===== src/verilog/bssb_pkg.sv =====
// package: opcode patterns, field positions and sizes for the bit-set / subroutine-branch block
package bssb_pkg;
  localparam logic [9:0] bssb_set_imm_pattern = 10'h023;
  localparam logic [3:0] bssb_set_reg_top = 4'h0;
  localparam logic [2:0] bssb_set_reg_mid = 3'h7;
  localparam logic [7:0] bssb_branch_pattern = 8'h61;
  localparam logic [7:0] bssb_ext_upper_zero = 8'h00;
  localparam logic [7:0] bssb_disp_word_code = 8'h00;
  localparam logic [7:0] bssb_disp_long_code = 8'hff;
  localparam logic [2:0] bssb_mode_data_reg = 3'h0;
  localparam logic [2:0] bssb_mode_addr_reg = 3'h1;
  localparam logic [2:0] bssb_mode_absolute = 3'h7;
  localparam logic [2:0] bssb_reg_abs_long = 3'h1;
  localparam logic [31:0] bssb_stack_step = 32'h0000_0004;
  localparam logic [31:0] bssb_pc_step = 32'h0000_0002;
  localparam int bssb_mode_lsb = 3;
  localparam int bssb_dreg_lsb = 9;
  localparam int bssb_reg_bitnum_mask = 31;
  localparam int bssb_mem_bitnum_mask = 7;
  typedef enum logic [1:0] {
    bssb_size_byte_type_e,
    bssb_size_word_type_e,
    bssb_size_long_type_e
  } bssb_size_type;
endpackage


===== src/verilog/bssb_decode_if.sv =====
// interface: decoded fields passed from the opcode decoder to the sequencer
`timescale 1ns/100ps
`default_nettype none
interface bssb_decode_if;
  logic is_set_imm;
  logic is_set_reg;
  logic is_branch;
  logic ea_ok;
  logic [2:0] ea_reg;
  logic [2:0] bitnum_reg;
  logic [7:0] disp8;
  modport dec (output is_set_imm, is_set_reg, is_branch, ea_ok, ea_reg, bitnum_reg, disp8);
  modport seq (input is_set_imm, is_set_reg, is_branch, ea_ok, ea_reg, bitnum_reg, disp8);
endinterface
`default_nettype wire


===== src/verilog/bssb_decoder.sv =====
// module: combinational opcode decoder for the two instructions
`timescale 1ns/100ps
`default_nettype none
module bssb_decoder (
  input wire logic [15:0] opcode,
  bssb_decode_if.dec dec
);
  logic [2:0] mode;
  logic [2:0] reg_f;
  always_comb begin
    mode = opcode[bssb_pkg::bssb_mode_lsb +: 3];
    reg_f = opcode[2:0];
    dec.is_set_imm = (opcode[15:6] == bssb_pkg::bssb_set_imm_pattern);
    dec.is_set_reg = (opcode[15:12] == bssb_pkg::bssb_set_reg_top)
        && (opcode[8:6] == bssb_pkg::bssb_set_reg_mid);
    dec.is_branch = (opcode[15:8] == bssb_pkg::bssb_branch_pattern);
    // data alterable only: no address register, no immediate, no pc-relative
    dec.ea_ok = (mode != bssb_pkg::bssb_mode_addr_reg)
        && ((mode != bssb_pkg::bssb_mode_absolute) || (reg_f <= bssb_pkg::bssb_reg_abs_long));
    dec.ea_reg = reg_f;
    dec.bitnum_reg = opcode[bssb_pkg::bssb_dreg_lsb +: 3];
    dec.disp8 = opcode[7:0];
  end
endmodule
`default_nettype wire


===== src/verilog/bssb_core.sv =====
// module: sequencer executing test-and-set-bit and subroutine branch
// What this block does
// - sample destination bit, then set it
// - zero flag is inverse bit; others kept
// - data register: 32 bits, modulo 32
// - memory destination: byte, bit modulo 8
// - bit zero is least significant
// - immediate form opcode, bit number follows
// - extension word: upper byte zero, number low
// - register form opcode layout
// - only data alterable destinations accepted
// - stack pointer minus four, push return
// - target is opcode address plus two plus displacement
// - field zero word, all ones long displacement
// - branch opcode is 01100001 plus displacement
// - zero field takes word extension
`timescale 1ns/100ps
`default_nettype none
module bssb_core (
  input wire logic clk,
  input wire logic resetn,
  input wire logic op_valid,
  input wire logic [15:0] op_word,
  input wire logic [31:0] op_addr,
  input wire logic ext_valid,
  input wire logic [15:0] ext_word,
  input wire logic [31:0] ea_addr,
  input wire logic [31:0] rf_rdata_a,
  input wire logic [31:0] rf_rdata_b,
  input wire logic [31:0] stack_pointer,
  input wire logic [4:0] ccr_in,
  input wire logic mem_done,
  input wire logic [7:0] mem_rdata,
  output logic op_ready,
  output logic ext_req,
  output logic illegal,
  output logic [2:0] rf_raddr_a,
  output logic [2:0] rf_raddr_b,
  output logic rf_we,
  output logic [2:0] rf_waddr,
  output logic [31:0] rf_wdata,
  output logic sp_we,
  output logic [31:0] sp_wdata,
  output logic mem_req,
  output logic mem_write,
  output logic [1:0] mem_size,
  output logic [31:0] mem_addr,
  output logic [31:0] mem_wdata,
  output logic ccr_we,
  output logic [4:0] ccr_out,
  output logic pc_we,
  output logic [31:0] pc_out,
  output logic done
);
  //////////////////////////////////////////////////////////////////////////////
  typedef enum logic [3:0] {
    st_idle, st_ext_bit, st_reg_op, st_mem_read, st_mem_write,
    st_disp_hi, st_disp_lo, st_push, st_branch, st_finish
  } bssb_state_type;

  bssb_decode_if dec_bus ();
  bssb_decoder u_dec (
    .opcode(op_word),
    .dec(dec_bus)
  );

  bssb_state_type state_ff, nxt_state;
  logic [15:0] opc_ff, nxt_opc;
  logic [31:0] pc_ff, nxt_pc;
  logic [31:0] disp_ff, nxt_disp;
  logic [5:0] bitnum_ff, nxt_bitnum;
  logic [31:0] addr_ff, nxt_addr;
  logic op_ready_ff, nxt_op_ready;
  logic ext_req_ff, nxt_ext_req;
  logic illegal_ff, nxt_illegal;
  logic [2:0] raddr_a_ff, nxt_raddr_a;
  logic [2:0] raddr_b_ff, nxt_raddr_b;
  logic rf_we_ff, nxt_rf_we;
  logic [2:0] rf_waddr_ff, nxt_rf_waddr;
  logic [31:0] rf_wdata_ff, nxt_rf_wdata;
  logic sp_we_ff, nxt_sp_we;
  logic [31:0] sp_wdata_ff, nxt_sp_wdata;
  logic mem_req_ff, nxt_mem_req;
  logic mem_write_ff, nxt_mem_write;
  logic [1:0] mem_size_ff, nxt_mem_size;
  logic [31:0] mem_addr_ff, nxt_mem_addr;
  logic [31:0] mem_wdata_ff, nxt_mem_wdata;
  logic ccr_we_ff, nxt_ccr_we;
  logic [4:0] ccr_ff, nxt_ccr;
  logic pc_we_ff, nxt_pc_we;
  logic [31:0] pc_out_ff, nxt_pc_out;
  logic done_ff, nxt_done;
  logic [4:0] reg_bit;
  logic [2:0] mem_bit;
  logic [31:0] reg_mask;
  logic [7:0] mem_mask;

  //////////////////////////////////////////////////////////////////////////////
  always_comb begin
    // bit index masked by operand width; bit 0 is the lsb
    reg_bit = bitnum_ff[4:0] & 5'(bssb_pkg::bssb_reg_bitnum_mask);
    mem_bit = bitnum_ff[2:0] & 3'(bssb_pkg::bssb_mem_bitnum_mask);
    reg_mask = 32'h0000_0001 << reg_bit;
    mem_mask = 8'h01 << mem_bit;
  end

  always_comb begin
    nxt_state = state_ff;
    nxt_opc = opc_ff;
    nxt_pc = pc_ff;
    nxt_disp = disp_ff;
    nxt_bitnum = bitnum_ff;
    nxt_addr = addr_ff;
    nxt_op_ready = 1'b0;
    nxt_ext_req = 1'b0;
    nxt_illegal = 1'b0;
    nxt_raddr_a = raddr_a_ff;
    nxt_raddr_b = raddr_b_ff;
    nxt_rf_we = 1'b0;
    nxt_rf_waddr = rf_waddr_ff;
    nxt_rf_wdata = rf_wdata_ff;
    nxt_sp_we = 1'b0;
    nxt_sp_wdata = sp_wdata_ff;
    nxt_mem_req = mem_req_ff;
    nxt_mem_write = mem_write_ff;
    nxt_mem_size = mem_size_ff;
    nxt_mem_addr = mem_addr_ff;
    nxt_mem_wdata = mem_wdata_ff;
    nxt_ccr_we = 1'b0;
    nxt_ccr = ccr_ff;
    nxt_pc_we = 1'b0;
    nxt_pc_out = pc_out_ff;
    nxt_done = 1'b0;
    unique case (state_ff)
      st_idle: begin
        nxt_op_ready = 1'b1;
        if (op_valid && op_ready_ff) begin
          nxt_op_ready = 1'b0;
          nxt_opc = op_word;
          nxt_pc = op_addr + bssb_pkg::bssb_pc_step;
          nxt_addr = ea_addr;
          nxt_raddr_a = dec_bus.ea_reg;
          nxt_raddr_b = dec_bus.bitnum_reg;
          if (dec_bus.is_branch) begin
            nxt_disp = {{24{dec_bus.disp8[7]}}, dec_bus.disp8};
            if (dec_bus.disp8 == bssb_pkg::bssb_disp_word_code) begin
              nxt_state = st_disp_lo;
              nxt_ext_req = 1'b1;
            end else if (dec_bus.disp8 == bssb_pkg::bssb_disp_long_code) begin
              nxt_state = st_disp_hi;
              nxt_ext_req = 1'b1;
            end else begin
              nxt_state = st_push;
            end
          end else if ((dec_bus.is_set_imm || dec_bus.is_set_reg) && dec_bus.ea_ok) begin
            if (dec_bus.is_set_imm) begin
              nxt_state = st_ext_bit;
              nxt_ext_req = 1'b1;
            end else begin
              nxt_state = st_reg_op;
            end
          end else begin
            nxt_illegal = 1'b1;
            nxt_state = st_finish;
          end
        end
      end
      st_ext_bit: begin
        nxt_ext_req = 1'b1;
        if (ext_valid) begin
          nxt_ext_req = 1'b0;
          // a nonzero upper byte is not a valid extension
          if (ext_word[15:8] != bssb_pkg::bssb_ext_upper_zero) begin
            nxt_illegal = 1'b1;
            nxt_state = st_finish;
          end else begin
            nxt_bitnum = ext_word[5:0];
            nxt_state = st_reg_op;
          end
        end
      end
      st_reg_op: begin
        // register form reads the bit number now; read ports settled since entry
        if (opc_ff[8]) begin
          nxt_bitnum = rf_rdata_b[5:0];
        end
        if (opc_ff[5:3] == bssb_pkg::bssb_mode_data_reg) begin
          nxt_state = st_mem_write;
          nxt_mem_req = 1'b0;
        end else begin
          nxt_state = st_mem_read;
          nxt_mem_req = 1'b1;
          nxt_mem_write = 1'b0;
          nxt_mem_size = 2'(bssb_pkg::bssb_size_byte_type_e);
          nxt_mem_addr = addr_ff;
        end
      end
      st_mem_read: begin
        if (mem_done) begin
          // test before set: z takes the inverse of the old bit
          nxt_ccr = {ccr_in[4:3], ~|(mem_rdata & mem_mask), ccr_in[1:0]};
          nxt_ccr_we = 1'b1;
          nxt_mem_write = 1'b1;
          nxt_mem_wdata = {24'h00_0000, mem_rdata | mem_mask};
          nxt_state = st_finish;
        end
      end
      st_mem_write: begin
        if (opc_ff[5:3] == bssb_pkg::bssb_mode_data_reg && !mem_req_ff) begin
          nxt_ccr = {ccr_in[4:3], ~|(rf_rdata_a & reg_mask), ccr_in[1:0]};
          nxt_ccr_we = 1'b1;
          nxt_rf_we = 1'b1;
          nxt_rf_waddr = raddr_a_ff;
          nxt_rf_wdata = rf_rdata_a | reg_mask;
          nxt_done = 1'b1;
          nxt_state = st_idle;
        end
      end
      st_disp_hi: begin
        nxt_ext_req = 1'b1;
        if (ext_valid) begin
          nxt_disp = {ext_word, 16'h0000};
          nxt_state = st_disp_lo;
        end
      end
      st_disp_lo: begin
        nxt_ext_req = 1'b1;
        if (ext_valid) begin
          nxt_ext_req = 1'b0;
          if (opc_ff[7:0] == bssb_pkg::bssb_disp_long_code) begin
            nxt_disp = {disp_ff[31:16], ext_word};
          end else begin
            nxt_disp = {{16{ext_word[15]}}, ext_word};
          end
          nxt_state = st_push;
        end
      end
      st_push: begin
        nxt_sp_we = 1'b1;
        nxt_sp_wdata = stack_pointer - bssb_pkg::bssb_stack_step;
        nxt_mem_req = 1'b1;
        nxt_mem_write = 1'b1;
        nxt_mem_size = 2'(bssb_pkg::bssb_size_long_type_e);
        nxt_mem_addr = stack_pointer - bssb_pkg::bssb_stack_step;
        // return address is past any extension words
        if (opc_ff[7:0] == bssb_pkg::bssb_disp_word_code) begin
          nxt_mem_wdata = pc_ff + bssb_pkg::bssb_pc_step;
        end else if (opc_ff[7:0] == bssb_pkg::bssb_disp_long_code) begin
          nxt_mem_wdata = pc_ff + bssb_pkg::bssb_stack_step;
        end else begin
          nxt_mem_wdata = pc_ff;
        end
        nxt_state = st_branch;
      end
      st_branch: begin
        if (mem_done) begin
          nxt_mem_req = 1'b0;
          nxt_pc_we = 1'b1;
          nxt_pc_out = pc_ff + disp_ff;
          nxt_done = 1'b1;
          nxt_state = st_idle;
        end
      end
      st_finish: begin
        // memory write of the set byte completes here
        if (!mem_req_ff || mem_done) begin
          nxt_mem_req = 1'b0;
          nxt_done = 1'b1;
          nxt_state = st_idle;
        end
      end
    endcase
  end

  //////////////////////////////////////////////////////////////////////////////
  always_ff @(posedge clk) begin
    if (!resetn) begin
      state_ff <= st_idle;
      opc_ff <= 16'h0000;
      pc_ff <= 32'h0000_0000;
      disp_ff <= 32'h0000_0000;
      bitnum_ff <= 6'h00;
      addr_ff <= 32'h0000_0000;
      op_ready_ff <= 1'b0;
      ext_req_ff <= 1'b0;
      illegal_ff <= 1'b0;
      raddr_a_ff <= 3'h0;
      raddr_b_ff <= 3'h0;
      rf_we_ff <= 1'b0;
      rf_waddr_ff <= 3'h0;
      rf_wdata_ff <= 32'h0000_0000;
      sp_we_ff <= 1'b0;
      sp_wdata_ff <= 32'h0000_0000;
      mem_req_ff <= 1'b0;
      mem_write_ff <= 1'b0;
      mem_size_ff <= 2'h0;
      mem_addr_ff <= 32'h0000_0000;
      mem_wdata_ff <= 32'h0000_0000;
      ccr_we_ff <= 1'b0;
      ccr_ff <= 5'h00;
      pc_we_ff <= 1'b0;
      pc_out_ff <= 32'h0000_0000;
      done_ff <= 1'b0;
    end else begin
      state_ff <= nxt_state;
      opc_ff <= nxt_opc;
      pc_ff <= nxt_pc;
      disp_ff <= nxt_disp;
      bitnum_ff <= nxt_bitnum;
      addr_ff <= nxt_addr;
      op_ready_ff <= nxt_op_ready;
      ext_req_ff <= nxt_ext_req;
      illegal_ff <= nxt_illegal;
      raddr_a_ff <= nxt_raddr_a;
      raddr_b_ff <= nxt_raddr_b;
      rf_we_ff <= nxt_rf_we;
      rf_waddr_ff <= nxt_rf_waddr;
      rf_wdata_ff <= nxt_rf_wdata;
      sp_we_ff <= nxt_sp_we;
      sp_wdata_ff <= nxt_sp_wdata;
      mem_req_ff <= nxt_mem_req;
      mem_write_ff <= nxt_mem_write;
      mem_size_ff <= nxt_mem_size;
      mem_addr_ff <= nxt_mem_addr;
      mem_wdata_ff <= nxt_mem_wdata;
      ccr_we_ff <= nxt_ccr_we;
      ccr_ff <= nxt_ccr;
      pc_we_ff <= nxt_pc_we;
      pc_out_ff <= nxt_pc_out;
      done_ff <= nxt_done;
    end
  end

  //////////////////////////////////////////////////////////////////////////////
  always_comb begin
    op_ready = op_ready_ff;
    ext_req = ext_req_ff;
    illegal = illegal_ff;
    rf_raddr_a = raddr_a_ff;
    rf_raddr_b = raddr_b_ff;
    rf_we = rf_we_ff;
    rf_waddr = rf_waddr_ff;
    rf_wdata = rf_wdata_ff;
    sp_we = sp_we_ff;
    sp_wdata = sp_wdata_ff;
    mem_req = mem_req_ff;
    mem_write = mem_write_ff;
    mem_size = mem_size_ff;
    mem_addr = mem_addr_ff;
    mem_wdata = mem_wdata_ff;
    ccr_we = ccr_we_ff;
    ccr_out = ccr_ff;
    pc_we = pc_we_ff;
    pc_out = pc_out_ff;
    done = done_ff;
  end
endmodule
`default_nettype wire


===== config.mk =====
export PLATFORM = sky130hd
export DESIGN_NAME = bssb_core
export DESIGN_NICKNAME = d
export VERILOG_FILES = /design/src/verilog/bssb_pkg.sv /design/src/verilog/bssb_decode_if.sv /design/src/verilog/bssb_decoder.sv /design/src/verilog/bssb_core.sv
export SDC_FILE = /design/constraint.sdc
export NUM_CORES = 1
export LEC_CHECK = 0
export ABC_AREA = 1
export BUFFER_PORTS_ARGS = -buffer_cell sky130_fd_sc_hd__buf_2
export CAP_MARGIN = 20
export CORE_MARGIN = 2
export CORE_UTILIZATION = 30
export CTS_CLUSTER_SIZE = 14
export DETAILED_ROUTE_END_ITERATION = 10
export SKIP_CTS_REPAIR_TIMING = 1
export SYNTH_ARGS = -nofsm -noshare
export SYNTH_HDL_FRONTEND = slang
export SYNTH_SLANG_ARGS = --single-unit

===== constraint.sdc =====
create_clock -name clk -period 2.7 [get_ports clk]
set_clock_uncertainty 0.1 [all_clocks]
set_input_delay 0.405 -clock clk [delete_from_list [all_inputs] [get_ports clk]]
set_output_delay 0.405 -clock clk [all_outputs]
set_load 0.03 [all_outputs]

==> results_dict.tcl <==
set metrics [dict create \
    synth_ff_type "dfxtp_1" \
    die_h_um 238 \
    avgViaCountPerCell 4.96 \
    clock_sinks 296 \
    crit_required_ns 3.10 \
    critPathLaunchType "primary input" \
    drive_above_1_share_pct 17.0 \
    endpoint_kind "flip-flop" \
    cap_violations 0 \
    holdWs_ns -0.0154 \
    vias 18300 \
    hpwl_um 50600 \
    fmax_ghz 0.421 \
    power.leakage_nw 9.95 \
    place.gp.congestion 0.977 \
    power.total_mw 16.4 \
    die-area_mm2 0.0567 \
    finalHoldViolCount 5 \
    cp_data_arrival_time_ns 2.77 \
    drc 0 \
    synthSimpleGateAreaFrac_pct 32.4 \
    htreeDepth 2 \
    cts_buffer_depth 3 \
    clkTransAtPathRegs_ns 0.06 \
    design.core.area_mm2 0.0540 \
    rsz0062_at_grt "false" \
    wl_per_cell_um 17.8 \
    crit_fanout 32 \
    finalSetupTns_ns 0 \
    drt_pass1_iterations 5 \
    synth_top_family_by_area "simple AND/OR/NAND/NOR gates" \
    syn_to_final_growth_pct 26.3 \
    synth_top_area_share_pct 36.0 \
    slowest_stage "dlygate4sd3_1" \
    min_period_ns 2.37 \
    grt_max_degree 87 \
    violations "negative hold slack" \
    ys_warn_count 0 \
    cts_root_buf "clkbuf_16" \
    cts_tree "yes" \
    synth_compound_area_share_pct 17.6 \
    synth_edf_count 0 \
    cp.buffers_inverters 3 \
    cp_top_family "simple AND/OR/NAND/NOR gates" \
    drtIter0Drc 1195 \
    rows 85 \
    hp-class "in2reg" \
    async_flop_share_pct 0 \
    power_density_mw_per_mm2 790 \
    setup_violations 0 \
    critPathKind "in2reg" \
    ys_types 47 \
    grt-ovfl-total 0 \
    io_buffer_count 366 \
    peakVddDrop_v 0.000557 \
    yosysSeqAreaShare_pct 36.0 \
    drv_slew 0 \
    grt_pass1_wl_um 98600 \
    relSlewSlack_pct 41.1 \
    die_x_um 238 \
    outcome "finished, violations left" \
    clkLatencyLatePin_ns 0.58 \
    wirelength_um 65700 \
    synth_cells 2590 \
    synth_fa_ha_area_share_pct 2.78 \
    muxShareOfSynthArea_pct 0 \
    grt_util_all_layers_pct 22.3 \
    cp_cell_sequence "dlygate4sd3_1 > buf_2 > nor2_1 > buf_4 > nand4_1 > nand2_1 > o21ai_1 > nor2_4 > nand2_2 > or2_2 > a21oi_1" \
    grt_pass1_vias 16500 \
    synth_xor_area_share_pct 1.86 \
    synth_seq_cells 296 \
    slowest_delay_ns 0.54 \
    synth_area_mm2 0.0165 \
    antenna_found_initial 14 \
    ant_nets 0 \
    numCtsBuffers 38 \
    io_pins 396 \
    fin_nets 3212 \
    timing.final.crit_share_pct 87.9 \
    synthTopCellsByArea "dfxtp_1 (36%), nand2_1 (13%), nor2_1 (8.9%), a21oi_1 (7.9%), o21ai_0 (6.8%)" \
    worst_slew_pin_slew_ns 0.882 \
    avgSynthCellArea_um2 6.35 \
    synth.largest_area_cell "dfxtp_1" \
    syn-num-nets 2836 \
    start_util_pct 30.5 \
]
-- cell type report --
type / count / area [um2]
fillers: 5913 / 33200
inverters: 286 / 1080
well taps: 696 / 871
multi-input cells: 1901 / 9020
clock buffers: 51 / 1060
repair buffers: 443 / 2570
flip-flops and latches: 296 / 5930
diodes: 8 / 20.0
clock inverters: 17 / 240
-- layer usage --
layer / share of wire [%] / global-route usage, %
met4: 2.4 / 5.89
met3: 8.7 / 5.85
met5: 0.15 / 0
met2: 45 / 35.8
met1: 44 / 29.6
-- path summary, 6_finish.rpt --
check | from | end | slack, ns | cells after the start
max | op_word[9] | disp_ff[31] | 0.33 | 11
min | rf_rdata_a[21] | rf_wdata[21] | -0.02 | 3
max reg2reg | pc_ff[0] | pc_out[14] | 0.40 | 11
min reg2reg | sp_wdata[1] | sp_wdata[1] | 0.36 | 2
-- synthesized netlist by cell type (2+ instances only) --
library cell and count:
inv_1 277, or2_2 13, dfxtp_1 296, and2_1 2
nor3_1 48, nand2_2 3, o211ai_1 17, a31oi_1 29
nand3_1 158, buf_1 10, a21oi_1 261, inv_2 7
nor2_2 3, nand4_1 45, or2_1 14, buf_2 16
nand2_1 586, nor2_1 388, nand2_4 2, ha_1 35
clkbuf_1 75, o21ai_0 223, xor2_1 25, o21bai_1 7
nor4_1 3, nand3b_1 8, xnor2_1 10, buf_4 5
o21ai_2 3, a211oi_1 4
-- flip-flops by register name, summed over array words and instances, names as in the netlist, 3 cells and up --
name / cells
mem_wdata: 32
rf_raddr_b: 3
mem_addr: 32
state_ff: 4
addr_ff: 32
pc_out: 32
bitnum_ff: 5
opc_ff: 9
ccr_out: 5
rf_waddr: 3
sp_wdata: 32
rf_wdata: 32
disp_ff: 32
pc_ff: 32
-- cell usage in the layout, fill, tap and decap left out, types with 25 or more instances in the layout --
| master | count |
|---|---|
| dlygate4sd3_1 | 35 |
| o21ai_0 | 223 |
| nand3_1 | 158 |
| nor3_1 | 48 |
| inv_1 | 275 |
| buf_4 | 37 |
| ha_1 | 35 |
| nor2_1 | 386 |
| nand4_1 | 45 |
| dfxtp_1 | 296 |
| a21oi_1 | 261 |
| xor2_1 | 25 |
| buf_2 | 365 |
| clkbuf_16 | 38 |
| nand2_1 | 586 |
| a31oi_1 | 29 |
-- tightest hold or removal path, cell delays in order --
cell,delay (ns)
buf_2,0.09
a211oi_1,0.06
nor2_1,0.08
-- through the flow --
stage	instances	hold WS, ns	area (um2)	utilization (%)	worst slack, ns
2_1_floorplan	2590	0.330	16500	-	0.720
3_3_place_gp	3587	0.348	19100	35.4	0.259
3_5_place_dp	3587	0.350	19100	35.4	0.250
4_1_cts	3655	-0.0803	20400	37.8	0.431
5_1_grt	3691	0.00147	20800	38.5	0.117
6_report	3698	-0.0154	20800	38.5	0.327
-- cell families (layout without fill, tap and decap cells) --
group / count (synthesis) / count (layout)
AND/OR/NAND/NOR: 1277 / 1277
AO/OA/AOI/OAI: 552 / 552
buffers and inverters: 393 / 797
flip-flops: 296 / 296
adder cells (fa/ha/maj): 36 / 36
XOR/XNOR: 35 / 35
other: 1 / 9
-- power breakdown --
group	switching (mW)	total [mW]	internal [mW]
combinational	3.77	5.46	1.69
sequential	0.558	5.69	5.14
clock	2.11	5.28	3.17
Power figures use the tool's default switching activity.
